$ cat config.mk
export PLATFORM = sky130hd
export DESIGN_NAME = ref_advance_trigger
export DESIGN_NICKNAME = d
export VERILOG_FILES = /design/src/edge_trig_src.v /design/src/pattern_matcher.v /design/src/ref_advance_trigger.v
export VERILOG_INCLUDE_DIRS = /design/src
export SDC_FILE = /design/constraint.sdc
export NUM_CORES = 1
export LEC_CHECK = 0
export BUFFER_PORTS_ARGS = -buffer_cell sky130_fd_sc_hd__clkbuf_2
export CAP_MARGIN = 0
export CORE_AREA = 2 2 205 207
export CTS_BUF_LIST = sky130_fd_sc_hd__clkbuf_4 sky130_fd_sc_hd__clkbuf_8 sky130_fd_sc_hd__clkbuf_16
export CTS_CLUSTER_SIZE = 20
export DETAILED_ROUTE_END_ITERATION = 16
export DIE_AREA = 0 0 207 209
export PLACE_DENSITY_LB_ADDON = 0.15
export SLEW_MARGIN = 20
export SYNTH_ARGS = -nofsm -noshare
export SYNTH_HDL_FRONTEND = slang
export SYNTH_SLANG_ARGS = --single-unit
export TNS_END_PERCENT = 10
$ cat constraint.sdc
create_clock -name clk_sys -period 5.2 [get_ports clk_sys]
set_input_delay 0.78 -clock clk_sys [delete_from_list [all_inputs] [get_ports clk_sys]]
set_output_delay 0.78 -clock clk_sys [all_outputs]
set_load 0.02 [all_outputs]
$ cat src/trig_consts.vh
// trig_consts.vh: setting codes, mask symbols and reset values for the
// reference/advance trigger qualifier.
// assumes settings arrive as plain 7-bit code ports from software.
`ifndef TRIG_CONSTS_VH
`define TRIG_CONSTS_VH

// active edge select
`define EDGE_SEL_RISING       7'h0c
`define EDGE_SEL_FALLING      7'h0d
// position relative to the sample clock
`define POS_CLK_RISING        7'h12
`define POS_CLK_FALLING       7'h13
`define POS_CLK_DELAY         7'h14
// trigger types
`define TRIG_TYPE_OFF         7'h1c
`define TRIG_TYPE_EDGE        7'h1d
`define TRIG_TYPE_PATTERN     7'h1f
`define TRIG_TYPE_SW          7'h20
// pattern match sense
`define SENSE_ON_MATCH        7'h24
`define SENSE_ON_MISMATCH     7'h25
// terminal configuration
`define TERM_CFG_DIFFERENTIAL 7'h40
`define TERM_CFG_SINGLE       7'h41
// per-channel mask symbols
`define SYM_ANY               3'h0
`define SYM_ONE               3'h1
`define SYM_ZERO              3'h2
`define SYM_RISE              3'h3
`define SYM_FALL              3'h4
`define SYM_EITHER            3'h5
// source index: below this it is a front-panel line
`define SRC_FP_COUNT          5'h04
// export destination: 0 none, 1..4 front, 5..11 backplane, 12..18 system
`define DEST_NONE             5'h00
// reset values
`define RST_TERM_DIFF         1'b0
`define RST_DELAY_CNT         8'h00

`endif

$ cat src/edge_trig_src.v
// edge_trig_src.v: selects one trigger line and detects its active edge.
// assumes lines are synchronous to clk_sys and sampleEn marks sample clocks.
`timescale 1ns/10ps
`include "trig_consts.vh"

module edge_trig_src (
  // clock and reset
  input  wire        clk_sys,
  input  wire        arst_n,
  // sampling
  input  wire        sampleEn,
  input  wire [19:0] srcVec,
  input  wire [4:0]  srcSel,
  input  wire [6:0]  edgeSel,
  // result, valid in the sampleEn cycle
  output wire        edgeHit
);

  wire cur;
  reg  prev;

  assign cur = srcVec[srcSel];

  // previous level, updated once per sample clock
  always @(posedge clk_sys or negedge arst_n) begin
    if (!arst_n) begin
      prev <= 1'b0;
    end else if (sampleEn) begin
      prev <= cur;
    end
  end

  // unknown edge codes never fire rather than guessing a direction
  assign edgeHit = sampleEn & (
    (edgeSel == `EDGE_SEL_RISING)  ? (cur & ~prev) :
    (edgeSel == `EDGE_SEL_FALLING) ? (~cur & prev) :
    1'b0);

endmodule // edge_trig_src

$ cat src/pattern_matcher.v
// pattern_matcher.v: per-channel mask compare with match or mismatch sense.
// assumes data is already interpreted and mask holds 3 bits per channel.
`timescale 1ns/10ps
`include "trig_consts.vh"

module pattern_matcher #(
  parameter NCH = 32
) (
  // clock and reset
  input  wire           clk_sys,
  input  wire           arst_n,
  // samples and settings
  input  wire           sampleEn,
  input  wire [NCH-1:0] dataIn,
  input  wire [3*NCH-1:0] mask,
  input  wire [6:0]     sense,
  // result, valid in the sampleEn cycle
  output wire           hit
);

  reg  [NCH-1:0] prevData;
  reg            prevValid;
  wire [NCH-1:0] ok;

  // previous sample; edges stay false until one sample has been seen
  always @(posedge clk_sys or negedge arst_n) begin
    if (!arst_n) begin
      prevData  <= {NCH{1'b0}};
      prevValid <= 1'b0;
    end else if (sampleEn) begin
      prevData  <= dataIn;
      prevValid <= 1'b1;
    end
  end

  // slot i is channel i: the last symbol lands on channel 0 and separator
  // spaces own no slot, so they never shift the mapping
  genvar i;
  generate
    for (i = 0; i < NCH; i = i + 1) begin : g_ch
      wire [2:0] sym = mask[3*i +: 3];
      wire       rise = prevValid & dataIn[i] & ~prevData[i];
      wire       fall = prevValid & ~dataIn[i] & prevData[i];
      assign ok[i] = (sym == `SYM_ANY)    ? 1'b1 :
                     (sym == `SYM_ONE)    ? dataIn[i] :
                     (sym == `SYM_ZERO)   ? ~dataIn[i] :
                     (sym == `SYM_RISE)   ? rise :
                     (sym == `SYM_FALL)   ? fall :
                     (sym == `SYM_EITHER) ? (rise | fall) : 1'b0;
    end
  endgenerate

  // every channel takes part in the compare
  assign hit = sampleEn & (
    (sense == `SENSE_ON_MATCH)    ? (&ok) :
    (sense == `SENSE_ON_MISMATCH) ? ~(&ok) :
    1'b0);

endmodule // pattern_matcher

$ cat src/ref_advance_trigger.v
// ref_advance_trigger.v: reference and advance trigger qualification for
// the acquisition engine, with holdoffs, alignment and export routing.
// assumes all settings are static while armed and lines are synchronous.
//
// How it works
// - edge mode detects rising (12) or falling (13) edge of the chosen source
// - assertion aligned to sample clock rising, falling, or programmed delay
// - position setting acts only for front-panel sources, not backplane
// - input terminal set differential (64) or single-ended (65)
// - exported terminal set differential or single-ended by its own setting
// - pattern mode compares every channel against its own mask symbol
// - symbols: any, one, zero, rising, falling, either edge
// - last mask symbol maps to channel 0, earlier ones upward
// - separator spaces never shift symbol-to-channel mapping
// - pattern trigger fires on match (36) or on mismatch (37)
// - compare uses interpreted channel values, not raw pin levels
// - reference trigger exported to nothing or one chosen line
// - reference events ignored until start holdoff elapses
// - start holdoff dropped when pretrigger samples exceed it
// - next record's reference ignored until ref-to-ref holdoff elapses
// - that holdoff dropped when posttrigger plus next pretrigger exceed it
// - advance types off, edge, software, pattern; off means none
// - advance trigger only in acquisition, never generation
// - advance pattern mode fires when its pattern condition holds
// - reference type off/edge/pattern/sw; non-off holds data until trigger
`timescale 1ns/10ps
`include "trig_consts.vh"

module ref_advance_trigger #(
  parameter NCH   = 32,
  parameter CNT_W = 32,
  parameter DLY_W = 8
) (
  // clock and reset
  input  wire             clk_sys,
  input  wire             arst_n,
  // acquisition control
  input  wire             acqMode,
  input  wire             sampleEn,
  input  wire             startTrig,
  input  wire             recordDone,
  input  wire [NCH-1:0]   dataIn,
  input  wire             invertData,
  // reference trigger settings
  input  wire [6:0]       refTrigType,
  input  wire [4:0]       refSrcSel,
  input  wire [6:0]       refEdgeSel,
  input  wire [6:0]       refPosSel,
  input  wire [DLY_W-1:0] refPosDelay,
  input  wire [6:0]       refTermCfg,
  input  wire [6:0]       exportTermCfg,
  input  wire [3*NCH-1:0] refMask,
  input  wire [6:0]       refSense,
  input  wire [4:0]       exportDest,
  input  wire             swRefTrig,
  // holdoffs and sample counts, all in sample clocks
  input  wire [CNT_W-1:0] pretrigSamples,
  input  wire [CNT_W-1:0] posttrigSamples,
  input  wire [CNT_W-1:0] nextPretrigSamples,
  input  wire [CNT_W-1:0] startHoldoff,
  input  wire [CNT_W-1:0] refHoldoff,
  // advance trigger settings
  input  wire [6:0]       advTrigType,
  input  wire             advEdgeIn,
  input  wire [3*NCH-1:0] advMask,
  input  wire [6:0]       advSense,
  input  wire             swAdvTrig,
  // trigger lines: front panel, backplane, system
  input  wire [3:0]       frontPanelTrigLineIn,
  input  wire [7:0]       backplaneTrigLineIn,
  input  wire [7:0]       systemTrigLineIn,
  output reg  [3:0]       frontPanelTrigLineOut,
  output reg  [3:0]       frontPanelTrigLineOe,
  output reg  [6:0]       backplaneTrigLineOut,
  output reg  [6:0]       backplaneTrigLineOe,
  output reg  [6:0]       systemTrigLineOut,
  output reg  [6:0]       systemTrigLineOe,
  // terminal configuration
  output reg              refTermDiff,
  output reg              exportTermDiff,
  // results
  output reg              refTrig,
  output reg              advTrig,
  output reg              dataHold,
  output reg              refArmed
);

  ////////////////////////////////////////////////////////////////////////
  // state

  reg  [CNT_W-1:0] holdCnt;
  reg  [DLY_W:0]   alignCnt;
  reg              advRunning;
  reg              swRefPend;
  reg              swAdvPend;

  reg  [CNT_W-1:0] next_holdCnt;
  reg  [DLY_W:0]   next_alignCnt;
  reg              next_refArmed;
  reg              next_refTrig;
  reg              next_advTrig;
  reg              next_swRefPend;
  reg              next_swAdvPend;
  reg  [DLY_W:0]   delaySel;
  reg              refCond;
  reg              advCond;

  wire [NCH-1:0]   interpData;
  wire [19:0]      srcVec;
  wire             edgeHit;
  wire             refPatHit;
  wire             advPatHit;
  wire             fromFront;
  wire             refQual;
  wire [CNT_W:0]   gapSamples;
  wire [17:0]      next_lineOut;
  wire [17:0]      next_lineOe;

  ////////////////////////////////////////////////////////////////////////
  // sources and compare engines

  // pattern compare sees the interpreted values
  assign interpData = dataIn ^ {NCH{invertData}};
  assign srcVec     = {systemTrigLineIn, backplaneTrigLineIn,
                       frontPanelTrigLineIn};

  edge_trig_src u_edge (
    .clk_sys  (clk_sys),
    .arst_n   (arst_n),
    .sampleEn (sampleEn),
    .srcVec   (srcVec),
    .srcSel   (refSrcSel),
    .edgeSel  (refEdgeSel),
    .edgeHit  (edgeHit)
  );

  pattern_matcher #(.NCH(NCH)) u_refPat (
    .clk_sys  (clk_sys),
    .arst_n   (arst_n),
    .sampleEn (sampleEn),
    .dataIn   (interpData),
    .mask     (refMask),
    .sense    (refSense),
    .hit      (refPatHit)
  );

  pattern_matcher #(.NCH(NCH)) u_advPat (
    .clk_sys  (clk_sys),
    .arst_n   (arst_n),
    .sampleEn (sampleEn),
    .dataIn   (interpData),
    .mask     (advMask),
    .sense    (advSense),
    .hit      (advPatHit)
  );

  ////////////////////////////////////////////////////////////////////////
  // reference qualification

  // position only means something on a front-panel edge source
  assign fromFront = (refTrigType == `TRIG_TYPE_EDGE) &
                     (refSrcSel < `SRC_FP_COUNT);

  // extra cycles between detection and assertion
  always @* begin
    delaySel = {(DLY_W+1){1'b0}};
    if (fromFront) begin
      case (refPosSel)
        `POS_CLK_FALLING: delaySel = {{DLY_W{1'b0}}, 1'b1};
        `POS_CLK_DELAY:   delaySel = {1'b0, refPosDelay};
        default:          delaySel = {(DLY_W+1){1'b0}};
      endcase
    end
  end

  // trigger condition for the selected type
  always @* begin
    case (refTrigType)
      `TRIG_TYPE_EDGE:    refCond = edgeHit;
      `TRIG_TYPE_PATTERN: refCond = refPatHit;
      `TRIG_TYPE_SW:      refCond = sampleEn & swRefPend;
      default:            refCond = 1'b0;
    endcase
  end

  // an event counts only when armed and any holdoff has run out
  assign refQual = acqMode & refArmed & (holdCnt == {CNT_W{1'b0}})
                   & refCond;

  // next record's gap, one bit wider so the sum cannot wrap
  assign gapSamples = {1'b0, posttrigSamples} + {1'b0, nextPretrigSamples};

  ////////////////////////////////////////////////////////////////////////
  // reference next state

  always @* begin
    next_holdCnt   = holdCnt;
    next_alignCnt  = alignCnt;
    next_refArmed  = refArmed;
    next_refTrig   = 1'b0;
    next_swRefPend = swRefPend | swRefTrig;
    // holdoff runs in sample clocks
    if (sampleEn && holdCnt != {CNT_W{1'b0}}) begin
      next_holdCnt = holdCnt - {{(CNT_W-1){1'b0}}, 1'b1};
    end
    // pending aligned assertion, counted in clocks
    // only a start trigger cancels it, a type change does not
    if (alignCnt != {(DLY_W+1){1'b0}}) begin
      next_alignCnt = alignCnt - {{DLY_W{1'b0}}, 1'b1};
      if (alignCnt == {{DLY_W{1'b0}}, 1'b1}) begin
        next_refTrig = 1'b1;
      end
    end
    // a qualified event fires now or after the alignment delay
    if (refQual) begin
      next_refArmed = 1'b0;
      if (refTrigType == `TRIG_TYPE_SW) begin
        next_swRefPend = swRefTrig;
      end
      if (delaySel == {(DLY_W+1){1'b0}}) begin
        next_refTrig = 1'b1;
      end else begin
        next_alignCnt = delaySel;
      end
    end
    // ref-to-ref holdoff starts as the reference asserts
    if (next_refTrig) begin
      if (gapSamples > {1'b0, refHoldoff}) begin
        next_holdCnt = {CNT_W{1'b0}};
      end else begin
        next_holdCnt = refHoldoff;
      end
    end
    // next record re-arms, keeping any holdoff still running
    if (recordDone && refTrigType != `TRIG_TYPE_OFF) begin
      next_refArmed = acqMode;
    end
    // start trigger arms and loads the start holdoff
    if (startTrig) begin
      next_refArmed = acqMode & (refTrigType != `TRIG_TYPE_OFF);
      next_alignCnt = {(DLY_W+1){1'b0}};
      if (pretrigSamples > startHoldoff) begin
        next_holdCnt = {CNT_W{1'b0}};
      end else begin
        next_holdCnt = startHoldoff;
      end
    end
  end

  ////////////////////////////////////////////////////////////////////////
  // advance trigger

  // software advance waits for its explicit command
  always @* begin
    case (advTrigType)
      `TRIG_TYPE_EDGE:    advCond = sampleEn & advEdgeIn;
      `TRIG_TYPE_PATTERN: advCond = advPatHit;
      `TRIG_TYPE_SW:      advCond = sampleEn & swAdvPend;
      default:            advCond = 1'b0;
    endcase
    next_advTrig   = acqMode & advRunning & advCond;
    next_swAdvPend = swAdvPend | swAdvTrig;
    // a command in the consuming cycle is kept for the next one
    if (next_advTrig && advTrigType == `TRIG_TYPE_SW) begin
      next_swAdvPend = swAdvTrig;
    end
  end

  ////////////////////////////////////////////////////////////////////////
  // export routing: one line at most, chosen by exportDest

  genvar k;
  generate
    for (k = 0; k < 18; k = k + 1) begin : g_line
      // integer index, cut to the port width on purpose
      localparam integer DEST = k + 1;
      assign next_lineOe[k]  = (exportDest == DEST[4:0]);
      assign next_lineOut[k] = next_refTrig & next_lineOe[k];
    end
  endgenerate

  ////////////////////////////////////////////////////////////////////////
  // registers

  // every output comes from a flop; hold covers armed and pending delay
  always @(posedge clk_sys or negedge arst_n) begin
    if (!arst_n) begin
      holdCnt               <= {CNT_W{1'b0}};
      alignCnt              <= {(DLY_W+1){1'b0}};
      refArmed              <= 1'b0;
      refTrig               <= 1'b0;
      advTrig               <= 1'b0;
      advRunning            <= 1'b0;
      swRefPend             <= 1'b0;
      swAdvPend             <= 1'b0;
      dataHold              <= 1'b0;
      refTermDiff           <= `RST_TERM_DIFF;
      exportTermDiff        <= `RST_TERM_DIFF;
      frontPanelTrigLineOut <= 4'h0;
      frontPanelTrigLineOe  <= 4'h0;
      backplaneTrigLineOut  <= 7'h00;
      backplaneTrigLineOe   <= 7'h00;
      systemTrigLineOut     <= 7'h00;
      systemTrigLineOe      <= 7'h00;
    end else begin
      holdCnt   <= next_holdCnt;
      alignCnt  <= next_alignCnt;
      refArmed  <= next_refArmed;
      refTrig   <= next_refTrig;
      advTrig   <= next_advTrig;
      swRefPend <= next_swRefPend;
      swAdvPend <= next_swAdvPend;
      // advance runs from start while acquiring
      if (startTrig) begin
        advRunning <= acqMode;
      end else if (!acqMode) begin
        advRunning <= 1'b0;
      end
      dataHold <= next_refArmed |
                  (next_alignCnt != {(DLY_W+1){1'b0}});
      // unknown codes fall back to single-ended, the safer drive
      refTermDiff    <= (refTermCfg == `TERM_CFG_DIFFERENTIAL);
      exportTermDiff <= (exportTermCfg == `TERM_CFG_DIFFERENTIAL);
      frontPanelTrigLineOut <= next_lineOut[3:0];
      frontPanelTrigLineOe  <= next_lineOe[3:0];
      backplaneTrigLineOut  <= next_lineOut[10:4];
      backplaneTrigLineOe   <= next_lineOe[10:4];
      systemTrigLineOut     <= next_lineOut[17:11];
      systemTrigLineOe      <= next_lineOe[17:11];
    end
  end

endmodule // ref_advance_trigger

; ---- Word level (Yosys, flattened, before mapping)
; Index checks and enable logic that the tools add are counted.
; W data, S select, Z words.
[totals]
ff_bits = 120
output_inout_bits = 42
latch_bits = 0
word_cells = 1141
ram_bits = 0
memories = 0
mem_bits_ro = 0
[op_classes]
div = 0
addsub = 3
n_mux = 417
n_reduce_logical = 75
eq_ne = 357
n_bitwise = 265
n_lt_le_gt_ge = 4
shifts = 0
n_mul = 0
[op_table]
columns = op, n
row1 = $mux W1, 403
row2 = $eq A3 B2 Y1 const B, 128
row3 = $eq A3 B3 Y1 const B, 128
row4 = $eq A3 B1 Y1 const B, 64
row5 = $logic_not A3 Y1, 64
row6 = $and A1 B1 Y1, 161
row7 = $mux W32, 5
row8 = $not A1 Y1, 68
row9 = $reduce_and A32 Y1, 2
row10 = $mux W9, 5
row11 = $eq A7 B5 Y1 const B, 6
row12 = $eq A7 B6 Y1 const B, 6
row13 = $eq A5 B4 Y1 const B, 8
row14 = $or A1 B1 Y1, 35
row15 = $add A32 B32 Y33, 1
row16 = $gt A33 B32 Y1, 1
row17 = $gt A32 B32 Y1, 1
row18 = $logic_not A32 Y1, 1
row19 = $reduce_bool A32 Y1, 1
row20 = $sub A32 B1 Y32 const B, 1
row21 = $xor A32 B32 Y32, 1
row22 = $eq A5 B3 Y1 const B, 4
row23 = $reduce_bool A9 Y1, 2
row24 = $pmux W8 S2, 1
row25 = 16 further kinds, 24

; ---- Logic depth before layout (Yosys ltp)
; Gate-level depths: netlist of the first run.
[depth]
depth_word = 22
mapped_depth = 24

; ---- Modules after synthesis
; Synthesis of the first run repeated with hierarchy kept, for this count alone.
[hier_totals]
cells_unflattened = 1684
hier_area_um2 = 14044.7
[by_module_without_submodules]
columns = mod, seq_area_each_um2, area_per_inst_um2, cells_each, n_inst
row1 = ref_advance_trigger, 2152.1, 8365.5, 979, 1
row2 = pattern_matcher, 825.8, 2702.6, 340, 2
row3 = edge_trig_src, 25.0, 274.0, 25, 1

; ---- Worst setup path before layout of the first run
; OpenSTA, ideal clock, no wires.
[synth_timing]
path_kind = input -> register
from = input port posttrigSamples[10]
to = register holdCnt[31]
setup_slack_ns = 0.098
setup_ns = 0.073
required_time_ns = 5.127
cell_stages = 24
arrival_time_ns = 5.029
path_cell_list = ha_1 clkbuf_1 a21oi_1 nor2b_1 o21ai_0 nand2b_1 a21o_1 a2111oi_0 a2111oi_0 o21ai_0 nand2_1 a211o_1 and2_1 ha_1 a21o_1 a21oi_1 nor2b_1 o21ai_0 nand2_1 o32ai_1 nand2b_4 buf_6 or3_1 a2bb2oi_2
[synth_between]
elab_chain_len = 5
[synth_rtl]
columns = element, line
row1 = start: declaration, ref_advance_trigger.v:58  ; input wire [CNT_W-1:0] posttrigSamples,
row2 = $add A32 B32 Y33, ref_advance_trigger.v:191  ; assign gapSamples = {1'b0, posttrigSamples} + {1'b0, nextPretrigSamples};
row3 = $gt A33 B32 Y1, ref_advance_trigger.v:228  ; if (gapSamples > {1'b0, refHoldoff}) begin
row4 = $mux W32, ref_advance_trigger.v:228
row5 = $mux W32, ref_advance_trigger.v:227  ; if (next_refTrig) begin
row6 = $mux W32, ref_advance_trigger.v:239  ; if (startTrig) begin
row7 = end signal: assignment, ref_advance_trigger.v:288  ; holdCnt <= {CNT_W{1'b0}};
row8 = end signal: assignment, ref_advance_trigger.v:306  ; holdCnt <= next_holdCnt;
row9 = end: declaration, ref_advance_trigger.v:91  ; reg [CNT_W-1:0] holdCnt;
; No other way between the ends.
; A chain may end at the register's enable or synchronous reset.

; ---- Worst setup path in the final report of the first run
[layout_timing]
from = input port posttrigSamples[10]
to = register holdCnt[6]
; Same word-level chain as after synthesis.

==> results.ini, run 1 <==
[run_status]
status=complete, no violations

[timing]
fin_crit_sh_pct=95.63
worst_pin_slew_ns=1.006
max_slew_margin_pct=32.42
slew_violations=0
fin_crit_ns=4.973
setup_violations=0
fmax_ghz=0.2011
hold_ws_ns=0.4024
rsz0062_at_grt=false
hold_violations=0
clock_skew_ns=0.01079

[logic_synthesis]
synth_seq_area_share_pct=23.66
synth_top_area_share_pct=23.66
synth_compound_area_share_pct=23.20
synth-seq-cells=120
synth-xor-area-share_pct=5.934
synth-main-ff-cell=dfrtp_1
synth_cell_types=78
yosys-top-cells-area=dfrtp_1 (24%), ha_1 (9.8%), a21oi_1 (6.1%)
synth.cell_area_sq_mm=0.01269
yosys_warnings=0
synth_most_common_cell=nor2_1
yosys.area.top_type=dfrtp_1
synth_top_family_by_area=simple AND/OR/NAND/NOR gates
syn_area_per_cell_sq_um=8.039
async_reset_ff_share_pct=100.0
synthesis.nets=2167
yosys.area_share.adder_pct=9.916
synth_edf_count=0
synth_commonest_cells=nor2_1 (169), a21oi_1 (154), dfrtp_1 (120), ha_1 (99), inv_1 (84)
postSynthCellCount=1579
synthSimpleGateAreaFrac_pct=29.49
muxShareOfSynthArea_pct=3.450

[power]
irDropWorstVdd_uv=202.1
leakagePower_nw=8.232
pwr_density_cell_mw_per_mm2=241.1

[cts]
ctsLongestPathBuffers=2
clk_latency_ns=0.43
clkSinkCount=120
cts.clk_slew.worst_paths_ns=0.06
cts_hold_buf=0
cts_buffers=17
cts_tree=yes
cts_max_level=4
root_buffer=clkbuf_16

[global_routing]
antenna_found_initial=3
grt.total_usage_pct=22.73
grt_pass1_vias=14020
grt_pass1_wl_um=78170
grt_remaining_overflow=0
grt_max_degree=73

[detailed_routing]
viasPerCell=5.276
postRouteWirelength_um=50910
drt-initial-drc-count=753
dr.pass1.iters=5
routedWlPerCell_um=18.85
vias=14250
drc=0
ant_nets=0

[floorplan]
die_y_um=209
rows=75
initial_core_util_pct=30.74
pin_count=530
fp.dieArea_sq_mm=0.04326
die_w_um=207
coreArea_sq_mm=0.04129

[setup_path]
startpoint=posttrigSamples[10]
worstPathArrival_ns=5.32
worstSetupPathType=in2reg
max_stage_delay_ns=0.37
r2r-start=u_refPat.prevValid
cpMaxStageDelayCell=nor4_1
reg2reg_depth=13
crit_path_cell_trace=clkbuf_2 -> ha_1 -> a21oi_1 -> nor2b_1 -> o21ai_0 -> nand2b_1 -> a21o_1 -> a2111oi_2 -> buf_4 -> a2111oi_0 -> buf_4 -> o21ai_1 -> a21o_1 -> nor3_1 -> a311o_1 -> ha_1 -> nand4_1 -> nor4_1 -> a31oi_1 -> o32ai_4 -> buf_12 -> nand2b_2 -> or3_1 -> a2bb2oi_1
r2r_setup_slack_ns=0.73
startpoint_type=input port
rr_endpoint=holdCnt[11]
crit_fanout=8
end_kind=register
cp_data_required_time_ns=5.55

[cells_and_area]
area_growth_pct=33.86
drive_above_1_share_pct=32.13
finalNetCount=2735
fin_cells=2701

[place]
gp_congestion=0.8798
placed_cells=2664
dp_hpwl_um=41960
port_buffers=529

[min_path]
worstHoldPathType=in2async

[job]
max_cap_viol_count=0

power by group:
| group | leakage [nW] | switching (mW) | internal (mW) |
|---|---|---|---|
| clock | 0.283 | 0.509 | 0.676 |
| sequential | 1.50 | 0.154 | 1.06 |
| combinational | 6.45 | 0.862 | 0.832 |
per-layer routing:
| layer | share of wire (%) | GRT usage, % |
|---|---|---|
| met4 | 1.8 | 5.714 |
| met3 | 5.1 | 3.772 |
| met5 | 0.026 | 0 |
| met1 | 41 | 27.29 |
| met2 | 52 | 41.93 |
how the worst max path moves through the flow:
stage          cells after the start          end  slack, ns
3_3_place_gp                      23   holdCnt[0]      -0.59
6_report                          24   holdCnt[6]       0.23
5_1_grt                           25  holdCnt[27]      0.003
3_5_place_dp                      23   holdCnt[0]      -0.62
2_1_floorplan                     24  holdCnt[31]        0.1
4_1_cts                           25  holdCnt[11]       0.03
cell usage in the layout, fill, tap and decap left out, types with 30 or more instances in the layout:
cell type | Yosys | layout
clkbuf_2 | 0 | 527
nor2_1 | 169 | 169
a21oi_1 | 154 | 153
dfrtp_1 | 120 | 119
ha_1 | 99 | 99
inv_1 | 84 | 84
xnor2_1 | 71 | 71
nand2_1 | 70 | 70
buf_4 | 1 | 65
nor3b_1 | 61 | 60
nand3_1 | 57 | 57
nand2b_1 | 46 | 46
nor2b_1 | 44 | 44
or3_1 | 39 | 39
a31oi_1 | 38 | 38
a21o_1 | 35 | 35
a211oi_1 | 34 | 34
o21ai_0 | 35 | 32
a22oi_1 | 32 | 32
a2bb2oi_1 | 30 | 30
critical path, delay by kind of cell:
kind,cells,cell delay (ns)
AOI/OAI and AO/OA,11,2.17
adders and majority gates,2,0.59
buffers and inverters,4,0.57
and+or+nand+nor,7,1.20
registers in the layout, summed over array words and instances, names as in the netlist, 4 cells and up:
register               flops
frontPanelTrigLineOe       4
alignCnt                   9
frontPanelTrigLineOut      4
backplaneTrigLineOut       7
systemTrigLineOut          7
backplaneTrigLineOe        7
u_advPat.prevData         32
holdCnt                   32
systemTrigLineOe           7
area by class of cell:
class / count / area, sq um
Clock inverter: 14 / 140.1
Clock buffer: 18 / 432.9
Fill cell: 4302 / 24300
Sequential cell: 120 / 3004
Tap cell: 539 / 674.4
Inverter: 85 / 319.1
Antenna cell: 2 / 5.005
Timing Repair Buffer: 597 / 3211
Multi-Input combinational cell: 1326 / 9205
through the flow:
stage	utilization [%]	setup slack [ns]	power, mW	TNS, ns	area (sq um)
floorplan	-	0.09834	2.278	0	12690
global placement	39.56	-0.5872	2.865	-17.53	16340
detailed placement	39.56	-0.6179	2.896	-18.51	16340
CTS	40.96	0.03189	4.105	0	16910
global route	41.15	0.003018	4.405	0	16990
finish	41.15	0.2273	4.096	0	16990
timing repair:
action | CTS | global route
gates cloned | 0 | 2
buffers inserted | 0 | 1
pin swaps | 0 | 3
setup endpoints to repair | 32 | 32
resized for setup | 2 | 9
cells by family (layout without fill, tap and decap cells):
group                    after synthesis  in the layout
buffers and inverters                135            714
XOR/XNOR                              86             86
AO/OA/AOI/OAI                        441            441
multiplexers                          35             35
other                                  0              2
AND/OR/NAND/NOR                      662            664
flip-flops                           120            120
adder cells (fa/ha/maj)              100            100
No activity file was read; power rests on OpenSTA's default activity.
==> run 2: changes to the inputs <==
--- a/config.mk
+++ b/config.mk
@@ -6,9 +6,10 @@
 export SDC_FILE = /design/constraint.sdc
 export NUM_CORES = 1
 export LEC_CHECK = 0
+export ABC_AREA = 1
 export BUFFER_PORTS_ARGS = -buffer_cell sky130_fd_sc_hd__clkbuf_2
 export CAP_MARGIN = 0
-export CORE_AREA = 2 2 205 207
+export CORE_AREA = 5 5 202 204
 export CTS_BUF_LIST = sky130_fd_sc_hd__clkbuf_4 sky130_fd_sc_hd__clkbuf_8 sky130_fd_sc_hd__clkbuf_16
 export CTS_CLUSTER_SIZE = 20
 export DETAILED_ROUTE_END_ITERATION = 16
==> run 2 against run 1 <==
Non-clock buffer count down 52. Highest routed layer unchanged. Critical path depth is 3 higher. Register-to-register slack improved by 0.22 ns. Critical endpoint is now holdCnt[0]. Worst setup slack better by 0.33 ns. First-iteration DRC count is 90% higher. Critical path type unchanged. Clock skew grew 0.0015 ns.
==> results.ini, run 2 <==
[timing]
clock_skew_ns=0.01228  ; +0.001481 ns
max_slew_margin_pct=27.76  ; -4.7 points
fin_crit_ns=4.644  ; -0.3290 ns
rsz0062_at_grt=false
slew_violations=0  ; unchanged
setup_violations=0  ; unchanged
tns_ns=0  ; unchanged
worst_pin_slew_ns=1.056  ; +0.04982 ns
fin_crit_sh_pct=89.30  ; -6.3 points
hold_violations=0  ; unchanged
fmax_ghz=0.2153  ; +7.1%

[cts]
cts.clk_slew.worst_paths_ns=0.07  ; about the same
ctsLongestPathBuffers=2  ; unchanged
postCtsSetupBuffers=0  ; unchanged
clk_latency_ns=0.45  ; +0.02 ns
root_buffer=clkbuf_16
cts_tree=yes
cts_max_level=4  ; unchanged
ctsResizeCount=0  ; -2
cts_hold_buf=0  ; unchanged
clkSinkCount=120  ; unchanged
cts_buffers=17  ; unchanged

[setup_path]
crit_family=compound AO/OA/AOI/OAI gates
max_stage_delay_ns=0.41  ; +0.04 ns
r2r_setup_slack_ns=0.95  ; +0.22 ns
worstPathArrival_ns=5.01  ; -0.31 ns
end_kind=register
worstSetupPathType=in2reg
reg2reg_depth=18  ; +5
r2r-start=u_refPat.prevValid
crit_top_cell=nand2_1
rr_endpoint=systemTrigLineOut[0]
cp.buffers_inverters=2  ; -2
startpoint_type=input port
cpMaxStageDelayCell=fa_1
crit_fanout=32  ; +24
cp_data_required_time_ns=5.56  ; about the same

[detailed_routing]
viasPerCell=5.242  ; -0.65%
ant_nets=0  ; unchanged
drc=0  ; unchanged
routedWlPerCell_um=17.19  ; -8.8%
postRouteWirelength_um=59770  ; +17%
drt-initial-drc-count=1427  ; +90%
vias=18230  ; +28%
dr.pass1.iters=5  ; unchanged

[power]
pwr-share-clk_pct=26.0  ; -2.9 points
pwr_density_cell_mw_per_mm2=253.2  ; +5.0%
switchingPower_mw=2.048  ; +34%
switching_share_pct=43.54  ; +6.3 points
internal_power_mw=2.655  ; +3.3%
p_comb_share_pct=46.9  ; +5.5 points
irDropWorstVdd_uv=255.8  ; +27%
leakagePower_nw=10.49  ; +27%
p_seq_share_pct=27.0  ; -2.7 points

[floorplan]
fp.dieArea_sq_mm=0.04326  ; unchanged
coreArea_sq_mm=0.03909  ; -5.3%
rows=73  ; -2.7%
initial_core_util_pct=37.97  ; +7.2 points
die_w_um=207  ; unchanged
pin_count=530  ; unchanged
die_y_um=209  ; unchanged

[logic_synthesis]
yosys.area.top_type=dfrtp_1
synthesis.nets=3016  ; +39%
synth_cell_types=59  ; -24%
synth_top_area_share_pct=20.23  ; -3.4 points
synth_commonest_cells=nand2_1 (545), inv_1 (425), nor2_1 (272), nand3_1 (258), dfrtp_1 (120)
postSynthCellCount=2428  ; +54%
synth-seq-cells=120  ; unchanged
yosys_warnings=0  ; unchanged
synth_seq_area_share_pct=20.23  ; -3.4 points
synth_most_common_cell=nand2_1
synth_edf_count=0  ; unchanged
synth-main-ff-cell=dfrtp_1
synth.cell_area_sq_mm=0.01484  ; +17%
yosys-top-cells-area=dfrtp_1 (20%), nand2_1 (14%), inv_1 (11%)
syn_area_per_cell_sq_um=6.113  ; -24%
async_reset_ff_share_pct=100.0  ; unchanged

[place]
gp_congestion=0.9393  ; +6.8%
placed_cells=3444  ; +29%
dp_hpwl_um=49090  ; +17%
port_buffers=529  ; unchanged

[job]
max_cap_viol_count=0  ; unchanged

[global_routing]
grt_pass1_wl_um=93920  ; +20%
grt_pass1_vias=17570  ; +25%
antenna_found_initial=4  ; +1
grt_max_degree=67  ; -8.2%
met1_usage_pct=32.99  ; +5.7 points
grt.busiest_layer=met2
use_met3_pct=4.564  ; +0.79 points
use_met2_pct=47.58  ; +5.6 points
grt.total_usage_pct=26.57  ; +3.8 points
grt_remaining_overflow=0  ; unchanged

[run_status]
status=complete, no violations

[min_path]
worstHoldPathType=in2async

[cells_and_area]
ff_latch_area_sq_mm=0.003003  ; about the same
drive_above_1_share_pct=22.13  ; -10 points
multiInputGateArea_sq_mm=0.009882  ; +7.4%
area_growth_pct=25.14
finalNetCount=3526  ; +29%
n_fill_cell=4161  ; -3.3%
layout_commonest_cell=nand2_1
final_cell_mix=nand2_1 (545), clkbuf_2 (528), inv_1 (425)
fin_cells=3478  ; +29%
top_regs=holdCnt x32, u_advPat.prevData x32, alignCnt x9

[run 2: cell type report]
cell class,instances,share of cell area (%)
Tap cell,525,3.537
Clock buffer,17,2.290
Multi-Input combinational cell,1819,53.20
Antenna cell,2,0.02695
Sequential cell,120,16.17
Inverter,435,8.818
Timing Repair Buffer,545,15.12
Clock inverter,15,0.8420
[run 2: logic make-up after synthesis]
kind of cell / synth area share [%]
simple gates: 40.38
xor+xnor: 3.894
compound gates: 13.82
flops: 20.23
fa+ha+maj: 8.480
buf+inv: 13.19
[run 2: worst max path at each step]
stage	slack (ns)	endpoint	cells past startpoint	start
5_1_grt	0.14	holdCnt[16]	27	posttrigSamples[0]
3_3_place_gp	0.20	holdCnt[31]	27	posttrigSamples[0]
6_report	0.56	holdCnt[0]	27	posttrigSamples[0]
4_1_cts	0.58	holdCnt[12]	27	posttrigSamples[0]
2_1_floorplan	0.62	holdCnt[22]	26	posttrigSamples[0]
3_5_place_dp	0.12	holdCnt[10]	27	posttrigSamples[0]
[run 2: power by group through the flow]
| stage | registers [mW] | logic (mW) | clock network [mW] |
|---|---|---|---|
| 2_1_floorplan | 1.25 | 1.55 | 0 |
| 3_3_place_gp | 1.28 | 2.15 | 0 |
| 3_5_place_dp | 1.28 | 2.19 | 0 |
| 4_1_cts | 1.27 | 2.20 | 1.25 |
| 5_1_grt | 1.29 | 2.50 | 1.30 |
| 6_report | 1.27 | 2.21 | 1.22 |
[run 2: layer usage]
metal / vias to the layer above / share of wire, %
met5: - / 0.032
met4: 2 / 2.5
met3: 87 / 6.3
met2: 695 / 50
met1: 8412 / 41
li1: 9036 / -
[run 2: stage by stage]
stage / power (mW) / instance area [sq um] / util, % / hold slack (ns) / setup slack [ns]
finish: 4.703 / 18570 / 47.51 / 0.4747 / 0.5564
global route: 5.095 / 18570 / 47.51 / 0.4927 / 0.1355
CTS: 4.723 / 18570 / 47.50 / 0.4915 / 0.5769
detailed placement: 3.469 / 17990 / 46.01 / 0.4741 / 0.1177
global placement: 3.429 / 17990 / 46.01 / 0.4636 / 0.2019
floorplan: 2.806 / 14840 / - / 0.4534 / 0.6160
